## src/fspg_decode.sv

```systemverilog
package fspg_pkg;
  // ------------------------------------------------------------
  // sizes
  // ------------------------------------------------------------
  localparam int ADDR_W_DEF = 16;
  localparam int STALLING_SECTION_WORDS_DEF = 4096;
  localparam int BOOT_WORDS_MIN = 512;
  localparam int BOOT_WORDS_MAX = 4096;

  // ------------------------------------------------------------
  // register map, byte offsets
  // ------------------------------------------------------------
  localparam logic [7:0] REG_CTRL_OFS = 8'h00;
  localparam logic [7:0] REG_LOCK_OFS = 8'h04;
  localparam logic [7:0] REG_STAT_OFS = 8'h08;

  // ------------------------------------------------------------
  // field positions and reset values
  // ------------------------------------------------------------
  localparam int CTRL_RRE_BIT = 0;
  localparam int LOCK_APP_LSB = 0;
  localparam int LOCK_BOOT_LSB = 2;
  localparam int STAT_BUSY_BIT = 0;
  localparam int STAT_PROG_BIT = 1;
  localparam int STAT_HALT_BIT = 2;
  localparam int STAT_OK_BIT = 3;
  localparam logic [1:0] LOCK_UNPROG = 2'h3;

  // ------------------------------------------------------------
  // commands and states
  // ------------------------------------------------------------
  typedef enum logic [1:0] {
    OP_LOAD,
    OP_ERASE,
    OP_WRITE,
    OP_LOCKSET
  } fspg_op_t;

  typedef enum logic {
    ST_IDLE,
    ST_PROG
  } fspg_state_t;

  // boot size in words, fuses 11 give the smallest section
  function automatic int boot_words(input logic [1:0] fuses);
    boot_words = BOOT_WORDS_MIN << (2'h3 - fuses);
  endfunction : boot_words
endpackage : fspg_pkg

`timescale 1ns/1ps
module fspg_section_decode #(
  parameter int ADDR_W = fspg_pkg::ADDR_W_DEF,
  parameter int STALLING_SECTION_WORDS = fspg_pkg::STALLING_SECTION_WORDS_DEF
) (
  input wire logic [ADDR_W-1:0] addr_i,
  input wire logic [1:0] boot_size_fuses_i,
  output logic in_boot_o,
  output logic in_stalling_section_o
);
  import fspg_pkg::*;
  logic [ADDR_W-1:0] boot_mask;
  localparam logic [ADDR_W-1:0] STALLING_SECTION_MASK = ADDR_W'(STALLING_SECTION_WORDS - 1);

  // both sections sit at the top of flash, sizes are powers of two
  assign boot_mask = ADDR_W'(boot_words(boot_size_fuses_i) - 1);
  assign in_boot_o = &(addr_i | boot_mask);
  assign in_stalling_section_o = &(addr_i | STALLING_SECTION_MASK);
endmodule : fspg_section_decode

```

## src/fspg_guard.sv

```systemverilog
// How it works
// - store from application code never programs
// - boot code may program any page
// - boot/application split set by fuses
// - fixed concurrent/stalling boundary, not configurable
// - concurrent-section program keeps cpu running
// - stalling-section program halts cpu until done
// - boot section always inside stalling section
// - busy flag reads one while blocked
// - read-enable after completion or load clears busy
// - lock bits only programmed; chip erase or reset restores
// - general write lock ignored for stores
// - general read/write lock ignored for loads
// - app lock 11 free, 10 blocks stores
// - app lock 00 blocks both, 01 loads
// - app lock 0x suppresses irqs in application if vectors in boot
// - boot lock 11 free, 10 blocks stores
// - boot lock 00 blocks both, 01 loads
// - boot lock 0x suppresses irqs in boot if vectors in application
// - the two lock fields act independently
`timescale 1ns/1ps
module fspg_guard #(
  parameter int ADDR_W = fspg_pkg::ADDR_W_DEF,
  parameter int STALLING_SECTION_WORDS = fspg_pkg::STALLING_SECTION_WORDS_DEF
) (
  input wire logic clk_i,
  input wire logic rst_i,
  input wire logic ce_i,
  input wire logic wb_cyc_i,
  input wire logic wb_stb_i,
  input wire logic wb_we_i,
  input wire logic [7:0] wb_adr_i,
  input wire logic [3:0] wb_sel_i,
  input wire logic [31:0] wb_dat_i,
  output logic [31:0] wb_dat_o,
  output logic wb_ack_o,
  input wire logic [1:0] boot_size_fuses_i,
  input wire logic spm_req_i,
  input wire fspg_pkg::fspg_op_t spm_op_i,
  input wire logic [ADDR_W-1:0] spm_pc_i,
  input wire logic [ADDR_W-1:0] spm_addr_i,
  input wire logic [3:0] spm_lock_i,
  output logic spm_done_o,
  output logic spm_ok_o,
  input wire logic [ADDR_W-1:0] lpm_pc_i,
  input wire logic [ADDR_W-1:0] lpm_addr_i,
  output logic lpm_allow_o,
  input wire logic [ADDR_W-1:0] exec_pc_i,
  input wire logic ivec_in_boot_i,
  output logic irq_suppress_o,
  input wire logic prog_lock_we_i,
  input wire logic [3:0] prog_lock_i,
  input wire logic chip_erase_i,
  output logic flash_start_o,
  output fspg_pkg::fspg_op_t flash_op_o,
  output logic [ADDR_W-1:0] flash_addr_o,
  input wire logic flash_done_i,
  output logic cpu_halt_o,
  output logic rww_read_blocked_o
);
  import fspg_pkg::*;

  // ------------------------------------------------------------
  // elaboration checks
  // ------------------------------------------------------------
  // a boot section larger than the stalling region would let boot code stall itself
  if (STALLING_SECTION_WORDS < BOOT_WORDS_MAX || STALLING_SECTION_WORDS >= (1 << ADDR_W) ||
      (STALLING_SECTION_WORDS & (STALLING_SECTION_WORDS - 1)) != 0) begin : g_bad_stalling_section
    $error("stalling section size unusable");
  end
  if (ADDR_W < 13 || ADDR_W > 24) begin : g_bad_addr
    $error("address width out of range");
  end

  // ------------------------------------------------------------
  // section decode
  // ------------------------------------------------------------
  localparam int N_DEC = 5;
  logic [ADDR_W-1:0] dec_addr [N_DEC];
  logic [N_DEC-1:0] dec_boot;
  logic [N_DEC-1:0] dec_stalling_section;

  assign dec_addr[0] = spm_pc_i;
  assign dec_addr[1] = spm_addr_i;
  assign dec_addr[2] = lpm_pc_i;
  assign dec_addr[3] = lpm_addr_i;
  assign dec_addr[4] = exec_pc_i;

  for (genvar i = 0; i < N_DEC; i++) begin : g_dec
    fspg_section_decode #(
      .ADDR_W(ADDR_W),
      .STALLING_SECTION_WORDS(STALLING_SECTION_WORDS)
    ) u_dec (
      .addr_i(dec_addr[i]),
      .boot_size_fuses_i(boot_size_fuses_i),
      .in_boot_o(dec_boot[i]),
      .in_stalling_section_o(dec_stalling_section[i])
    );
  end

  logic pc_boot;
  logic tgt_boot;
  logic tgt_stalling_section;
  assign pc_boot = dec_boot[0];
  assign tgt_boot = dec_boot[1];
  assign tgt_stalling_section = dec_stalling_section[1];

  // ------------------------------------------------------------
  // state
  // ------------------------------------------------------------
  typedef struct packed {
    fspg_state_t st;
    logic busy;
    logic halt;
    logic [1:0] app_lock;
    logic [1:0] boot_lock;
    logic ack;
    logic [31:0] rdat;
    logic fl_start;
    fspg_op_t fl_op;
    logic [ADDR_W-1:0] fl_addr;
    logic done;
    logic ok;
  } fspg_regs_t;

  fspg_regs_t q;
  fspg_regs_t d;

  logic wb_req;
  logic wb_wr;
  logic rre_wr;
  logic lock_wr;
  logic store_allowed;

  assign wb_req = wb_cyc_i & wb_stb_i;
  // writes land on the edge where the master samples ack
  assign wb_wr = wb_req & wb_we_i & q.ack & wb_sel_i[0];
  assign rre_wr = wb_wr && (wb_adr_i == REG_CTRL_OFS) && wb_dat_i[CTRL_RRE_BIT];
  assign lock_wr = wb_wr && (wb_adr_i == REG_LOCK_OFS);
  // general lock modes have no input here: stores see only the section locks
  assign store_allowed = tgt_boot ? q.boot_lock[0] : q.app_lock[0];

  // ------------------------------------------------------------
  // next state
  // ------------------------------------------------------------
  always_comb begin
    d = q;
    d.fl_start = 1'b0;
    d.done = 1'b0;
    d.ack = wb_req & ~q.ack;
    d.rdat = 32'h0;
    if (wb_req && !wb_we_i) begin
      unique case (wb_adr_i)
        REG_LOCK_OFS: begin
          d.rdat[LOCK_APP_LSB +: 2] = q.app_lock;
          d.rdat[LOCK_BOOT_LSB +: 2] = q.boot_lock;
        end
        REG_STAT_OFS: begin
          d.rdat[STAT_BUSY_BIT] = q.busy;
          d.rdat[STAT_PROG_BIT] = (q.st == ST_PROG);
          d.rdat[STAT_HALT_BIT] = q.halt;
          d.rdat[STAT_OK_BIT] = q.ok;
        end
        default: d.rdat = 32'h0;
      endcase
    end
    // lock bits can only move towards programmed (zero)
    if (lock_wr) begin
      d.app_lock = d.app_lock & wb_dat_i[LOCK_APP_LSB +: 2];
      d.boot_lock = d.boot_lock & wb_dat_i[LOCK_BOOT_LSB +: 2];
    end
    if (prog_lock_we_i) begin
      d.app_lock = d.app_lock & prog_lock_i[LOCK_APP_LSB +: 2];
      d.boot_lock = d.boot_lock & prog_lock_i[LOCK_BOOT_LSB +: 2];
    end
    // clear comes first so a new busy set below wins
    if (rre_wr && q.st == ST_IDLE) begin
      d.busy = 1'b0;
    end
    unique case (q.st)
      ST_IDLE: begin
        if (spm_req_i) begin
          d.done = 1'b1;
          d.ok = 1'b0;
          if (pc_boot) begin
            unique case (spm_op_i)
              OP_LOAD: begin
                d.fl_start = 1'b1;
                d.fl_op = OP_LOAD;
                d.fl_addr = spm_addr_i;
                d.busy = 1'b0;
                d.ok = 1'b1;
              end
              OP_LOCKSET: begin
                d.app_lock = d.app_lock & spm_lock_i[LOCK_APP_LSB +: 2];
                d.boot_lock = d.boot_lock & spm_lock_i[LOCK_BOOT_LSB +: 2];
                d.ok = 1'b1;
              end
              OP_ERASE, OP_WRITE: begin
                if (store_allowed) begin
                  d.fl_start = 1'b1;
                  d.fl_op = spm_op_i;
                  d.fl_addr = spm_addr_i;
                  d.st = ST_PROG;
                  d.done = 1'b0;
                  d.halt = tgt_stalling_section;
                  d.busy = d.busy | ~tgt_stalling_section;
                end
              end
            endcase
          end
        end
      end
      ST_PROG: begin
        // cpu stays halted for the whole operation only when the target is in the stalling section
        if (flash_done_i) begin
          d.st = ST_IDLE;
          d.halt = 1'b0;
          d.done = 1'b1;
          d.ok = 1'b1;
        end
      end
    endcase
    if (chip_erase_i) begin
      d.app_lock = LOCK_UNPROG;
      d.boot_lock = LOCK_UNPROG;
    end
  end

  // ------------------------------------------------------------
  // registers
  // ------------------------------------------------------------
  always_ff @(posedge clk_i) begin
    if (rst_i) begin
      q.st <= ST_IDLE;
      q.busy <= 1'b0;
      q.halt <= 1'b0;
      q.app_lock <= LOCK_UNPROG;
      q.boot_lock <= LOCK_UNPROG;
      q.ack <= 1'b0;
      q.rdat <= 32'h0;
      q.fl_start <= 1'b0;
      q.fl_op <= OP_LOAD;
      q.fl_addr <= '0;
      q.done <= 1'b0;
      q.ok <= 1'b0;
    end else if (ce_i) begin
      q <= d;
    end
  end

  // ------------------------------------------------------------
  // outputs
  // ------------------------------------------------------------
  assign wb_ack_o = q.ack;
  assign wb_dat_o = q.rdat;
  assign spm_done_o = q.done;
  assign spm_ok_o = q.ok;
  assign flash_start_o = q.fl_start;
  assign flash_op_o = q.fl_op;
  assign flash_addr_o = q.fl_addr;
  assign cpu_halt_o = q.halt;
  // stalling section stays readable, only concurrent reads are fenced
  assign rww_read_blocked_o = q.busy;

  logic lpm_lock_ok;
  // general read/write lock is not consulted for program loads
  always_comb begin
    lpm_lock_ok = 1'b1;
    if (dec_boot[2] && !dec_boot[3]) begin
      lpm_lock_ok = q.app_lock[1];
    end else if (!dec_boot[2] && dec_boot[3]) begin
      lpm_lock_ok = q.boot_lock[1];
    end
  end
  assign lpm_allow_o = lpm_lock_ok & ~(q.busy & ~dec_stalling_section[3]);

  assign irq_suppress_o = (ivec_in_boot_i & ~q.app_lock[1] & ~dec_boot[4]) |
                          (~ivec_in_boot_i & ~q.boot_lock[1] & dec_boot[4]);
endmodule : fspg_guard

```

## config.mk

```make
export PLATFORM = sky130hd
export DESIGN_NAME = fspg_guard
export DESIGN_NICKNAME = d
export VERILOG_FILES = /design/src/fspg_decode.sv /design/src/fspg_guard.sv
export SDC_FILE = /design/constraint.sdc
export NUM_CORES = 1
export LEC_CHECK = 0
export BUFFER_PORTS_ARGS = -buffer_cell sky130_fd_sc_hd__buf_2
export CORE_MARGIN = 2
export CORE_UTILIZATION = 37
export CTS_BUF_LIST = sky130_fd_sc_hd__clkbuf_16
export DETAILED_ROUTE_END_ITERATION = 10
export PLACE_DENSITY = 0.81
export RECOVER_POWER = 100
export SLEW_MARGIN = 40
export SYNTH_ARGS = -nofsm -noshare
export SYNTH_HDL_FRONTEND = slang
export SYNTH_SLANG_ARGS = --single-unit
export TNS_END_PERCENT = 1
```

## constraint.sdc

```tcl
create_clock -name clk_i -period 3.15 [get_ports clk_i]
set_clock_uncertainty 0.1 [all_clocks]
set_input_delay 0.315 -clock clk_i [delete_from_list [all_inputs] [get_ports clk_i]]
set_output_delay 0.315 -clock clk_i [all_outputs]
set_load 0.01 [all_outputs]
```

-- Yosys cells after proc, flatten, opt, wreduce, memory -nomap -nowiden
Index checks and enable logic that the tools add are counted.
- add/sub/neg operators: 2
- equality and inequality tests: 11
- shifts and indexed selects: 1
- mux-type cells: 31
- bitwise logic cells: 33
- reduce and logical (&&, ||, !) cells: 25
- operators with widths (operator ; number):
    $or 16x16->16 ; 5
    $reduce_and 16->1 ; 5
    $mux 21 ; 2
    $pmux 19 s2 ; 1
    $mux 4 ; 6
    $reduce_and 21->1 ; 1
    $mux 20 ; 1
    $mux 19 ; 1
    $shl 10x2->16 const A ; 1
    $sub 16x2->16 const B ; 1
    $mux 7 ; 2
    $and 2x2->2 ; 6
    $and 1x1->1 ; 11
    $mux 1 ; 11
    $not 1->1 ; 9
    $eq 8x3->1 const B ; 1
    $eq 8x4->1 const B ; 1
    $logic_not 8->1 ; 1
    $ne 2x2->1 const B ; 4
    $pmux 4 s2 ; 1
    $reduce_and 4->1 ; 2
    $logic_and 1x1->1 ; 7
    $pmux 1 s2 ; 3
    $reduce_and 6->1 ; 1
    13 further kinds ; 19
- bits in registers: 61
- input port bits: 147
- output and inout port bits: 58
- logic and storage cells: 115

-- Depth between registers and ports, before layout
- depth after elaboration: 15
- depth in mapped cells: 9
- gate-level depth less buffers: 7

-- Modules after synthesis
From an unflattened synthesis, not the netlist that was laid out.
- cell total of the unflattened synthesis: 276
- area total of the unflattened synthesis: 2274.7 um2
- modules (own cells, without submodules) (module ; times used ; cells an instance ; area an instance (um2) ; sequential area each (um2)):
    fspg_guard ; 1 ; 246 ; 2068.2 ; 660.6
    fspg_section_decode ; 5 ; 6 ; 41.3 ; 0.0

-- Worst setup path before layout
No wires, ideal clock.
- path kind: input port to flip-flop
- start point: input wb_adr_i[1]
- end point: register q[56] (netlist name)
- library setup time: 119 ps
- arrival time: 2178 ps
- data required time: 2931 ps
- path slack: 754 ps
- stages: 5
- cell sequence: or4_1 > or4_1 > or3b_4 > o221a_1 > o221a_1
- word-level cells in the longest chain between the ends: 11
- ends and longest elaborated chain (what ; line ; text):
    start: declaration ; fspg_guard.sv:32 ; input wire logic [7:0] wb_adr_i,
    $eq 8x3->1 (*) ; fspg_guard.sv:139 ; assign lock_wr = wb_wr && (wb_adr_i == REG_LOCK_OFS);
    $logic_and 1x1->1 (*) ; fspg_guard.sv:139 ;
    $mux 4 (*) ; fspg_guard.sv:168 ; if (lock_wr) begin
    $and 2x2->2 ; fspg_guard.sv:173 ; d.app_lock = d.app_lock & prog_lock_i[LOCK_APP_LSB +: 2];
    $mux 4 (*) ; fspg_guard.sv:172 ; if (prog_lock_we_i) begin
    $and 2x2->2 ; fspg_guard.sv:195 ; d.app_lock = d.app_lock & spm_lock_i[LOCK_APP_LSB +: 2];
    $mux 4 ; fspg_guard.sv:186 ; unique case (spm_op_i)
    $mux 7 ; fspg_guard.sv:185 ; if (pc_boot) begin
    $mux 7 ; fspg_guard.sv:182 ; if (spm_req_i) begin
    $mux 4 (*) ; fspg_guard.sv:180 ; unique case (q.st)
    $mux 4 (*) ; fspg_guard.sv:224 ; if (chip_erase_i) begin
    end: declaration ; fspg_guard.sv:126 ; fspg_regs_t q;
Every way passes the cells marked *; elsewhere a longest branch is shown, timed or not. The select of a mux whose other input is x is not followed.
A chain may end at the register's enable or synchronous reset.

-- Worst setup path after layout
Ends and elaborated chain as after synthesis.

==> flow_summary.yaml <==
outcome:
  status: "finished, final reports clean"
sta:
  period_share_pct: 73.7
  fmax_ghz: 0.431
  setup_tns_ns: 0
  max_slew_margin_pct: 62.0
  setup_violations: 0
  hold_violations: 0
  slew_violations: 0
  rsz0062_at_grt: "no"
  tightestPinTransition_ns: 0.566
  post-route-min-period_ns: 2.32
logic_synthesis:
  ys_types: 40
  synth-edff-count: 0
  yosys_warnings: 0
  synth_cells: 268
  seq_area_frac_synth_pct: 30.0
  synth_seq_cells: 33
  syn-cell-area_sq_mm: 0.00220
  synthArstFlopShare_pct: 0
  syn_area_per_cell_sq_um: 8.22
  dominantRegCellSynth: "dfxtp_1"
cts:
  cts_htree_levels: 2
  postCtsSetupBuffers: 0
  cts.sink_count: 33
  clkLatencyLatePin_ns: 0.27
  cts_root_buffer: "clkbuf_16"
  cts_tree: "built"
  clk_pin_slew_ns: 0.05
  clk_path_buf_depth: 2
  cts_hold_buf: 0
  cts_inserted_buffers: 5
  post_cts_resized: 0
setup_path:
  cp-end-kind: "register"
  critPathArrivalTime_ns: 2.38
  reg2reg_depth: 5
  path_max_fanout: 4
  reg2reg_slack_ns: 1.11
  worst_r2r_endpoint: "q[56]"
  cp-start-kind: "input pin"
  critical_path_class: "in -> reg"
  r2r-start: "wb_ack_o"
  cp.required_ns: 3.21
finish:
  syn_to_final_growth_pct: 21.4
  multi_input_area_sq_mm: 0.00120
  fillers: 616
  antenna_cells: 0
  seqCellArea_sq_um: 661
  drive_above_1_share_pct: 24.4
  nets: 506
die:
  die_area_sq_mm: 0.00658
  num_rows: 28
  die_h_um: 81.1
  coreArea_sq_mm: 0.00585
  pin_count: 205
  fp.dieW_um: 81.1
  start_util_pct: 37.6
placed_design:
  hpwl_um: 4230
  port_buffers: 109
  place_congestion: 0.773
global_route:
  first_global_vias: 1930
  grt_overflow_total: 0
  antenna_found_initial: 0
  grt_max_degree: 37
  grt_usage_pct: 16.9
  grt_pass1_wl_um: 8590
drt:
  vias: 2109
  ant_nets: 0
  avgRoutedWirePerCell_um: 12.6
  drc_errors: 0
  drt_iter0_drc: 71
  routed_wl_um: 5460
  vias_per_cell: 4.88
  dr.pass1.iters: 4
worst_hold_path:
  hold_class: "in -> reg"
  hp-start: "spm_addr_i[5]"
  min_delay_path_depth: 3
  whs_endpoint: "flash_addr_o[5]"
pwr:
  p_leak_nw: 1.27
  total_power_mw: 1.10
  max-vdd-ir-drop_uv: 211
  power_density_mw_per_mm2: 412
run:
  cap_violations: 0
[worst max path at each step]
| stage | from | slack [ns] | to |
|---|---|---|---|
| 2_1_floorplan | wb_adr_i[1] | 0.75 | q[56] |
| 3_3_place_gp | wb_adr_i[1] | 0.59 | q[56] |
| 3_5_place_dp | wb_adr_i[1] | 0.56 | q[56] |
| 4_1_cts | wb_adr_i[1] | 0.85 | q[56] |
| 5_1_grt | wb_adr_i[1] | 0.76 | q[54] |
| 6_report | wb_adr_i[1] | 0.83 | q[56] |
[registers in the layout, summed over array words and instances (netlist names)]
| signal | count |
|---|---|
| flash_op_o | 2 |
| wb_dat_o | 4 |
| q | 5 |
| wb_ack_o | 1 |
| flash_start_o | 1 |
| flash_addr_o | 16 |
| spm_done_o | 1 |
| spm_ok_o | 1 |
| rww_read_blocked_o | 1 |
| cpu_halt_o | 1 |
[worst max-delay path, cell delays in order]
cell     delay (ns)
buf_2          0.10
or4_1          0.52
or4_1          0.50
or3b_1         0.46
o221a_1        0.25
o221a_1        0.23
[cells by family (layout without fill, tap and decap cells)]
kind of cell / after synthesis / after routing / share of synthesized area [%]
other cells: 1 / 28 / 0.170
mux: 19 / 19 / 8.64
buf+inv: 67 / 129 / 20.1
compound gates: 47 / 47 / 15.9
simple gates: 98 / 98 / 23.6
fa+ha+maj: 3 / 3 / 1.70
flops: 33 / 33 / 30.0
[synthesized netlist by cell type (all sizes together), types with 2 or more instances]
master / instances / area [sq um]
or4: 3 / 22.5
nor3: 4 / 20.0
o21ai: 9 / 45.0
dfxtp: 33 / 661
ha: 3 / 37.5
a221o: 2 / 20.0
inv: 10 / 37.5
nand4b: 2 / 17.5
a21oi: 11 / 55.1
a22oi: 4 / 30.0
mux2i: 19 / 190
nand2: 28 / 105
nand4: 5 / 31.3
nor2: 15 / 56.3
or3: 6 / 38.8
clkbuf: 5 / 18.8
o211ai: 2 / 15.0
nand3: 3 / 15.0
nor2b: 4 / 25.0
and4: 2 / 17.5
o221a: 8 / 90.1
nand3b: 2 / 15.0
o31ai: 2 / 15.0
nand2b: 21 / 131
buf: 52 / 385
[layout by cell type, fill, tap and decap left out, drive strengths merged, types with 2 or more instances in the layout]
master,n
buf,78
clkbuf,38
dfxtp,33
nand2,28
conb,28
nand2b,21
mux2i,19
nor2,15
inv,11
a21oi,11
o21ai,9
o221a,8
or3,6
nand4,5
nor2b,4
nor3,4
a22oi,4
or4,3
nand3,3
ha,3
a221o,2
o31ai,2
nand3b,2
and4,2
nand4b,2
o211ai,2
[stage by stage]
step                      setup slack, ns  utilization, %  instances  hold slack [ns]  instance area, sq um
after floorplan                     0.754               -        295            0.352                  2300
after global placement              0.587            43.6        424            0.340                  2550
final                               0.830            45.7        432            0.179                  2670
after CTS                           0.852            46.4        432            0.174                  2720
after detailed placement            0.565            43.6        424            0.346                  2550
after global routing                0.757            45.7        432            0.180                  2670
[layout make-up]
type / count / share of cell area [%]
repair buffers: 111 / 19.4
clock inverters: 3 / 1.40
inverters: 10 / 1.40
clock buffers: 5 / 4.68
multi-input cells: 195 / 44.9
well taps: 75 / 3.51
flip-flops and latches: 33 / 24.7
[per-layer routing]
layer / GRT usage (%) / wire length, um / vias to the layer above
met5: 0 / 0 / -
li1: - / - / 1038
met3: 4.33 / 484 / 9
met4: 6.44 / 60 / 0
met1: 18.2 / 2220 / 949
met2: 31.7 / 2690 / 113
[report_power, final]
part	internal (mW)	switching, mW
clock	0.366	0.162
sequential	0.423	0.00466
combinational	0.0644	0.0797
Note: power is estimated with default switching activity, not from simulation.
